**src/verilog/ppc_cfg.svh**
```systemverilog
// Register offsets, field positions and reset values of the PHY port control
`ifndef PPC_CFG_SVH
`define PPC_CFG_SVH

// Register addresses on the management register port
`define PPC_P1_CTL_A 8'h1c
`define PPC_P1_CTL_B 8'h1d
`define PPC_P2_CTL_A 8'h2c
`define PPC_P2_CTL_B 8'h2d
`define PPC_P3_CTL_A 8'h3c
`define PPC_P3_CTL_B 8'h3d

// Negotiation control register fields
`define PPC_A_AN_EN 7
`define PPC_A_SPEED 6
`define PPC_A_DUPLEX 5
`define PPC_A_ADV_HI 4
`define PPC_A_ADV_LO 0
`define PPC_A_ADV_RST 5'h1f

// Second control register fields
`define PPC_B_LED_OFF 7
`define PPC_B_TX_DIS 6
`define PPC_B_RESTART 5
`define PPC_B_FEF_DIS 4
`define PPC_B_PWR_DOWN 3
`define PPC_B_MDIX_DIS 2
`define PPC_B_FORCE_MDI 1
`define PPC_B_LOOPBACK 0
`define PPC_B_LOOP_RD 1'b0
`define PPC_B_RST 8'h00

// Read value of reserved or unmapped locations
`define PPC_RD_ZERO 8'h00

`endif

```
**src/verilog/ppc_pkg.sv**
```systemverilog
// Shared types of the PHY port control register bank
package ppc_pkg;

   // One management register byte
   typedef logic [7:0] ppc_byte_type;

   // Ability advertisement: pause, 100 FD, 100 HD, 10 FD, 10 HD
   typedef logic [4:0] ppc_adv_type;

endpackage : ppc_pkg

```
**src/verilog/ppc_regs.sv**
```systemverilog
// Per-port PHY control registers for the two copper ports
`timescale 1ns/10ps
`include "ppc_cfg.svh"

module ppc_regs (
   input wire logic clk,
   input wire logic rst_b,
   // Management register port
   input wire logic [7:0] reg_addr,
   input wire logic reg_wr,
   input wire logic [7:0] reg_wdata,
   input wire logic reg_rd,
   output logic [7:0] reg_rdata,
   // Strap pins, sampled after reset release
   input wire logic port1_duplex_strap_pin,
   input wire logic port2_duplex_strap_pin,
   input wire logic [1:0] port_an_enable_strap,
   input wire logic [1:0] port_speed_strap,
   // Status from each port PHY core
   input wire logic [1:0] phy_an_failed,
   input wire logic [1:0] phy_link_full_duplex,
   input wire logic [1:0] phy_link_speed_100,
   input wire logic [1:0] phy_auto_mdi,
   input wire logic [1:0] phy_led_one,
   input wire logic [1:0] phy_led_zero,
   // Controls toward each port PHY
   output logic [1:0] port_full_duplex,
   output logic [1:0] port_speed_100,
   output logic [1:0] port_an_enable,
   output logic [9:0] port_advertise,
   output logic [1:0] port_led_output_one,
   output logic [1:0] port_led_output_zero,
   output logic [1:0] port_tx_disable,
   output logic [1:0] port_an_restart,
   output logic [1:0] port_fef_disable,
   output logic [1:0] port_power_down,
   output logic [1:0] port_mdix_auto_off,
   output logic [1:0] port_tx_on_receive_pair
);

   // Straps are caught once, on the first edge after release
   logic strap_done_q;
   logic [1:0] duplex_strap;
   ppc_pkg::ppc_byte_type ctl_a_rd [1:0];
   ppc_pkg::ppc_byte_type ctl_b_rd [1:0];
   ppc_pkg::ppc_byte_type rdata_d;
   ppc_pkg::ppc_byte_type rdata_q;

   // Reset image of the second control register, one field per flop
   localparam ppc_pkg::ppc_byte_type CTL_B_RST = `PPC_B_RST;

   assign duplex_strap = {port2_duplex_strap_pin, port1_duplex_strap_pin};

   // Strap capture window closes after one cycle
   always_ff @(posedge clk or negedge rst_b) begin
      if (!rst_b) begin
         strap_done_q <= 1'b0;
      end else begin
         strap_done_q <= 1'b1;
      end
   end

   genvar p;
   generate
      for (p = 0; p < 2; p = p + 1) begin : g_port
         // Each port decodes its own pair of addresses
         localparam logic [7:0] ADDR_A = (p == 0) ? `PPC_P1_CTL_A
                                                  : `PPC_P2_CTL_A;
         localparam logic [7:0] ADDR_B = (p == 0) ? `PPC_P1_CTL_B
                                                  : `PPC_P2_CTL_B;
         logic wr_a;
         logic wr_b;
         logic an_en_q;
         logic speed_q;
         logic duplex_q;
         ppc_pkg::ppc_adv_type adv_q;
         logic led_off_q;
         logic tx_dis_q;
         logic restart_bit_q;
         logic fef_dis_q;
         logic pwr_down_q;
         logic mdix_dis_q;
         logic force_mdi_q;
         logic restart_q;
         logic full_q;
         logic spd_q;
         logic led1_q;
         logic led0_q;
         logic mdi_q;

         assign wr_a = reg_wr && (reg_addr == ADDR_A);
         assign wr_b = reg_wr && (reg_addr == ADDR_B);

         // Negotiation enable: strap first, software after capture
         always_ff @(posedge clk or negedge rst_b) begin
            if (!rst_b) begin
               an_en_q <= 1'b0;
            end else if (!strap_done_q) begin
               an_en_q <= port_an_enable_strap[p];
            end else if (wr_a) begin
               an_en_q <= reg_wdata[`PPC_A_AN_EN];
            end
         end

         // Forced speed: strap first, software after capture
         always_ff @(posedge clk or negedge rst_b) begin
            if (!rst_b) begin
               speed_q <= 1'b0;
            end else if (!strap_done_q) begin
               speed_q <= port_speed_strap[p];
            end else if (wr_a) begin
               speed_q <= reg_wdata[`PPC_A_SPEED];
            end
         end

         // Forced duplex; a write in the capture cycle loses to the strap
         always_ff @(posedge clk or negedge rst_b) begin
            if (!rst_b) begin
               duplex_q <= 1'b0;
            end else if (!strap_done_q) begin
               duplex_q <= duplex_strap[p];
            end else if (wr_a) begin
               duplex_q <= reg_wdata[`PPC_A_DUPLEX];
            end
         end

         // Advertise bits reset to all abilities on
         always_ff @(posedge clk or negedge rst_b) begin
            if (!rst_b) begin
               adv_q <= `PPC_A_ADV_RST;
            end else if (wr_a) begin
               adv_q <= reg_wdata[`PPC_A_ADV_HI:`PPC_A_ADV_LO];
            end
         end

         // LED suppression
         always_ff @(posedge clk or negedge rst_b) begin
            if (!rst_b) begin
               led_off_q <= CTL_B_RST[`PPC_B_LED_OFF];
            end else if (wr_b) begin
               led_off_q <= reg_wdata[`PPC_B_LED_OFF];
            end
         end

         // Transmitter disable
         always_ff @(posedge clk or negedge rst_b) begin
            if (!rst_b) begin
               tx_dis_q <= CTL_B_RST[`PPC_B_TX_DIS];
            end else if (wr_b) begin
               tx_dis_q <= reg_wdata[`PPC_B_TX_DIS];
            end
         end

         // Restart bit kept as written, so a repeat write stays quiet
         always_ff @(posedge clk or negedge rst_b) begin
            if (!rst_b) begin
               restart_bit_q <= CTL_B_RST[`PPC_B_RESTART];
            end else if (wr_b) begin
               restart_bit_q <= reg_wdata[`PPC_B_RESTART];
            end
         end

         // Far-end fault disable
         always_ff @(posedge clk or negedge rst_b) begin
            if (!rst_b) begin
               fef_dis_q <= CTL_B_RST[`PPC_B_FEF_DIS];
            end else if (wr_b) begin
               fef_dis_q <= reg_wdata[`PPC_B_FEF_DIS];
            end
         end

         // PHY power-down request
         always_ff @(posedge clk or negedge rst_b) begin
            if (!rst_b) begin
               pwr_down_q <= CTL_B_RST[`PPC_B_PWR_DOWN];
            end else if (wr_b) begin
               pwr_down_q <= reg_wdata[`PPC_B_PWR_DOWN];
            end
         end

         // Automatic crossover disable
         always_ff @(posedge clk or negedge rst_b) begin
            if (!rst_b) begin
               mdix_dis_q <= CTL_B_RST[`PPC_B_MDIX_DIS];
            end else if (wr_b) begin
               mdix_dis_q <= reg_wdata[`PPC_B_MDIX_DIS];
            end
         end

         // Forced crossover choice, used only while auto is off
         always_ff @(posedge clk or negedge rst_b) begin
            if (!rst_b) begin
               force_mdi_q <= CTL_B_RST[`PPC_B_FORCE_MDI];
            end else if (wr_b) begin
               force_mdi_q <= reg_wdata[`PPC_B_FORCE_MDI];
            end
         end

         // One restart pulse per rising write of the restart bit
         always_ff @(posedge clk or negedge rst_b) begin
            if (!rst_b) begin
               restart_q <= 1'b0;
            end else begin
               restart_q <= wr_b && reg_wdata[`PPC_B_RESTART]
                            && !restart_bit_q;
            end
         end

         // Forced duplex when negotiation is off or failed; forced speed only when it is off
         always_ff @(posedge clk or negedge rst_b) begin
            if (!rst_b) begin
               full_q <= 1'b0;
               spd_q <= 1'b0;
            end else if (!an_en_q || phy_an_failed[p]) begin
               full_q <= duplex_q;
               spd_q <= !an_en_q ? speed_q
                                 : phy_link_speed_100[p];
            end else begin
               full_q <= phy_link_full_duplex[p];
               spd_q <= phy_link_speed_100[p];
            end
         end

         // LED-off forces both pins high, i.e. unlit
         always_ff @(posedge clk or negedge rst_b) begin
            if (!rst_b) begin
               led1_q <= 1'b1;
               led0_q <= 1'b1;
            end else begin
               led1_q <= led_off_q | phy_led_one[p];
               led0_q <= led_off_q | phy_led_zero[p];
            end
         end

         // Crossover: forced choice only while auto detection is off
         always_ff @(posedge clk or negedge rst_b) begin
            if (!rst_b) begin
               mdi_q <= 1'b0;
            end else if (mdix_dis_q) begin
               mdi_q <= force_mdi_q;
            end else begin
               mdi_q <= phy_auto_mdi[p];
            end
         end

         assign ctl_a_rd[p] = {an_en_q, speed_q, duplex_q, adv_q};
         // Read image of the second register; loopback is not held here
         assign ctl_b_rd[p][`PPC_B_LED_OFF] = led_off_q;
         assign ctl_b_rd[p][`PPC_B_TX_DIS] = tx_dis_q;
         assign ctl_b_rd[p][`PPC_B_RESTART] = restart_bit_q;
         assign ctl_b_rd[p][`PPC_B_FEF_DIS] = fef_dis_q;
         assign ctl_b_rd[p][`PPC_B_PWR_DOWN] = pwr_down_q;
         assign ctl_b_rd[p][`PPC_B_MDIX_DIS] = mdix_dis_q;
         assign ctl_b_rd[p][`PPC_B_FORCE_MDI] = force_mdi_q;
         assign ctl_b_rd[p][`PPC_B_LOOPBACK] = `PPC_B_LOOP_RD;

         // Plain control bits straight from their flops
         assign port_an_enable[p] = an_en_q;
         assign port_advertise[p*5 +: 5] = adv_q;
         assign port_tx_disable[p] = tx_dis_q;
         assign port_fef_disable[p] = fef_dis_q;
         assign port_power_down[p] = pwr_down_q;
         assign port_mdix_auto_off[p] = mdix_dis_q;
         assign port_an_restart[p] = restart_q;
         assign port_full_duplex[p] = full_q;
         assign port_speed_100[p] = spd_q;
         assign port_led_output_one[p] = led1_q;
         assign port_led_output_zero[p] = led0_q;
         assign port_tx_on_receive_pair[p] = mdi_q;
      end
   endgenerate

   // Read decode; third-port and unmapped locations read zero
   always_comb begin
      case (reg_addr)
         `PPC_P1_CTL_A: rdata_d = ctl_a_rd[0];
         `PPC_P1_CTL_B: rdata_d = ctl_b_rd[0];
         `PPC_P2_CTL_A: rdata_d = ctl_a_rd[1];
         `PPC_P2_CTL_B: rdata_d = ctl_b_rd[1];
         `PPC_P3_CTL_B: rdata_d = `PPC_RD_ZERO;
         default: rdata_d = `PPC_RD_ZERO;
      endcase
   end

   // Read data is held until the next read
   always_ff @(posedge clk or negedge rst_b) begin
      if (!rst_b) begin
         rdata_q <= `PPC_RD_ZERO;
      end else if (reg_rd) begin
         rdata_q <= rdata_d;
      end
   end

   assign reg_rdata = rdata_q;

endmodule : ppc_regs
```
**config.mk**
```make
export PLATFORM = sky130hd
export DESIGN_NAME = ppc_regs
export DESIGN_NICKNAME = d
export VERILOG_FILES = /design/src/verilog/ppc_pkg.sv /design/src/verilog/ppc_regs.sv
export VERILOG_INCLUDE_DIRS = /design/src /design/src/verilog
export SDC_FILE = /design/constraint.sdc
export NUM_CORES = 1
export LEC_CHECK = 0
export ABC_AREA = 1
export BUFFER_PORTS_ARGS = -buffer_cell sky130_fd_sc_hd__clkbuf_2
export CAP_MARGIN = 20
export CELL_PAD_IN_SITES_DETAIL_PLACEMENT = 1
export CELL_PAD_IN_SITES_GLOBAL_PLACEMENT = 2
export CORE_MARGIN = 1
export CORE_UTILIZATION = 33
export CTS_BUF_LIST = sky130_fd_sc_hd__clkbuf_4 sky130_fd_sc_hd__clkbuf_8
export DETAILED_ROUTE_END_ITERATION = 12
export GPL_TIMING_DRIVEN = 0
export PLACE_DENSITY_LB_ADDON = 0.1
export SYNTH_ARGS = -nofsm -noshare
export SYNTH_HDL_FRONTEND = slang
export SYNTH_SLANG_ARGS = --single-unit
```
**constraint.sdc**
```tcl
create_clock -name clk -period 2 [get_ports clk]
set_input_delay 0.2 -clock clk [delete_from_list [all_inputs] [get_ports clk]]
set_output_delay 0.2 -clock clk [all_outputs]
set_load 0.005 [all_outputs]
```
==> summary.md <==
| Metric | Value |
|---|---|
| Slew HR | `between 50% and 60%` |
| Crit. Startpoint | `g_port[0].an_en_q` |
| # DRC | `0` |
| Critical path, cell by cell | `buf_4 -> clkbuf_2` |
| GRT met1 Usage | `about a quarter` |
| CTS sink count | `51` |
| Hpwl dp | `between 5 and 6 mm` |
| Fraction of layout cells with a size suffix above 1 | `between 40 and 50%` |
| Num CTS Buffers | `5` |
| CP endpoint kind | `primary output` |
| Max clock buf depth | `2` |
| CP Max Fanout | `6` |
| Postcts setup bufs | `0` |
| Status | `finished clean` |
| Antenna cells | `0` |
| HP Class | `in -> reg` |
| Share of power burned in registers | `between 50% and 60%` |
| RSZ-0062 raised after global routing | `no` |
| Initial antenna violation count | `0` |
| Pin count of the biggest net entering global routing | `27` |
| Period utilization | `62.4%` |
| Flops & latches, synth | `51` |
| Synthesized cell area | `0.00257 sq mm` |
| Final nets | `just over 400` |
| VDD IR-drop max | `approximately 240 uV` |
| Clock Skews | `between 9 and 10 ps` |
| Tmin final | `1250 ps` |
| Slowest cell on crit path | `dfrtp_1` |
| Max Clk Rate | `about 800 MHz` |
| GR Util met3 | `approximately 3.4%` |
| RR Endpoint | `g_port[0].an_en_q` |
| Synth Net Count | `between 300 and 400` |
| Worst hold slack | `~77 ps` |
| Latest clock arrival within the worst-skew pair | `310 ps` |
| Cell Area, Placed | `about 0.0031 sq mm` |
| Die Wd | `approximately 90 um` |
| Yosys warns | `0` |
| WP depth | `2` |
| Vias in the first global route | `about 2.3k` |
| Worst path required time | `approximately 1800 ps` |
| Final setup fails | `0` |
| Num rows | `31` |
| Kind of critical path | `reg -> out` |
| P_leak | `between 1.5 and 2 nW` |
| Met2 Usage GRT | `between 20% and 30%` |
| Cts repair resizes | `0` |
| Post-Syn Instances | `286` |
| DRT Pass-1 Iters | `4` |
| Post-route cell area | `roughly 0.0032 sq mm` |
| Family with the most delay on the worst path | `flip-flops` |
| Vias/cell | `between 4 and 5` |
| Vias | `2149` |
| CP arrival | `1050 ps` |
| Post-synth top area share | `a little over a third` |
| DIE AREA | `around 0.008 sq mm` |
| Slew Viols, Final | `0` |
| Area delta synth->final | `24.4%` |
| Worst reg2reg path depth | `3` |
| Pwr per Cell Area | `roughly 640 mW/mm^2` |
| First-pass GRT wire length | `between 10 and 15 mm` |
| Layer with the highest usage | `met2` |
| I/O Pins | `a little under 80` |
| Crit start category | `register` |
| Post-DRT Antenna Nets | `0` |
| WL/cell | `around 14 um` |
| Worst-margin pin slew | `670 ps` |
| Routed Wire Length | `approximately 6.7 mm` |
| Hold Buf Count CTS | `1` |
| Cell Int Power | `around 0.0015 W` |
| Reg2Reg Setup Slack | `between 800 and 900 ps` |
| Initial Util | `around a third` |
| Synth async-reset ratio | `between 90% and 100%` |
| Sw Share | `between 20% and 30%` |
| Grt ovf | `0` |
| CTS tree | `done` |
| Post-synth EDFFs | `0` |
| Syn_area_per_cell | `9.00 sq um` |
| Die Y | `90.3 um` |
| Core area | `roughly 0.0074 sq mm` |
| Top reg by flops | `g_port.adv_q` |
| Most area-consuming cells after synthesis | `dfrtp_1 36%, dfstp_2 14%, nand2_1 11%` |
| Synth unique cells | `26` |
| Clock Pin Slew Worst Setup and Hold Paths | `90 ps` |
| Max stage delay on crit path | `about 470 ps` |
| R2R Path Start | `strap_done_q` |
| H-tree depth | `2` |
| Critical Path Sink | `port_an_enable[0]` |
| Max FFs per register | `10` |
| Clock share of power | `29.7%` |
| Register area share after synthesis | `50.2%` |
| Comb pwr share | `14.2%` |
| Global-route usage over all layers | `18.1%` |
| Port bufs | `just under 80` |
| Critical path buffer and inverter count | `2` |
| Clock Tree Root | `clkbuf_8` |
| Final hold vios | `0` |
| Area leader, netlist | `dfrtp_1` |
| Max Cap Violations | `0` |
| Routability Congestion | `~0.75` |
| Setup TNS | `0 ps` |
| Switching Power | `about 0.00053 W` |
| Top_reg_cell synth | `dfrtp_1` |
| Iter 0 DRT Violations | `46` |
-- cells by family (layout without fill, tap and decap cells) --
group,Yosys count,in the layout,share of synthesized area [%]
flops,51,51,50.2
buf+inv,54,141,12.2
compound gates,40,40,9.28
simple gates,138,138,27.2
other cells,1,1,0.146
mux,2,2,0.875
-- placed cells by master, fill, tap and decap left out, drive strengths merged --
cell type,synthesis,routed
a21oi,2,2
o21a,4,4
mux2,2,2
dlygate4sd3,0,1
nand2,82,82
o211ai,3,3
dfrtp,37,37
clkbuf,0,84
conb,1,1
inv,23,23
nand3,43,43
clkinv,0,1
buf,31,32
nor2,9,9
o21ai,29,29
dfstp,14,14
a31oi,2,2
or2,4,4
-- worst reg2reg max path, delay by kind of cell (launching register included) --
family	cells	cell delay (ps)
simple gates	1	100
buf+inv	1	390
compound gates	1	180
flops	1	390
-- cells in the mapped netlist, types with 3 or more instances --
cell and n:
o21a_1 4, buf_4 25, nand2_1 74, nor2_2 4, o211ai_1 3, nand3_2 6, inv_1 21, buf_2 3
o21ai_0 14, nand2_2 8, dfstp_2 14, o21ai_2 5, dfrtp_1 37, nor2_4 4, or2_2 4, o21ai_1 10
nand3_1 36
-- final cells by class --
| type | instances | area, sq um |
|---|---|---|
| Multi-Input combinational cell | 181 | 966 |
| Clock inverter | 1 | 5.00 |
| Tap cell | 99 | 124 |
| Sequential cell | 51 | 1290 |
| Fill cell | 928 | 4210 |
| Clock buffer | 7 | 83.8 |
| Timing Repair Buffer | 79 | 415 |
| Buffer | 31 | 229 |
| Inverter | 23 | 86.3 |
-- worst min-delay path by stage --
stage	startpoint	end	depth (start not counted)
6_report	phy_led_zero[1]	g_port[1].led0_q	2
5_1_grt	phy_led_zero[1]	g_port[1].led0_q	2
4_1_cts	phy_led_zero[1]	g_port[1].led0_q	2
3_5_place_dp	rst_b	reg_rdata[1]	1
3_3_place_gp	phy_led_one[1]	g_port[1].led1_q	2
2_1_floorplan	rst_b	g_port[0].an_en_q	0
-- power groups by stage --
stage | Clock [W] | Combinational (W) | Sequential [W]
after CTS | 0.000633 | 0.000300 | 0.00115
after global routing | 0.000667 | 0.000328 | 0.00116
after detailed placement | 0 | 0.000298 | 0.00117
after global placement | 0 | 0.000284 | 0.00117
final | 0.000609 | 0.000291 | 0.00115
after floorplan | 0 | 0.000157 | 0.00115
-- metal layers --
metal / wire, um / up-vias
met5: 0 / -
met4: 70 / 0
met3: 213 / 6
met2: 3150 / 41
met1: 3260 / 1029
li1: - / 1073
-- metrics by stage --
step	worst slack, ps	instances	total power, W	utilization (%)
3_5_place_dp	584	463	0.00147	41.9
3_3_place_gp	624	462	0.00146	41.6
6_report	751	472	0.00205	43.2
5_1_grt	695	472	0.00216	43.2
4_1_cts	734	472	0.00209	43.2
2_1_floorplan	901	286	0.00131	-
(Power assumes the default switching activity.)
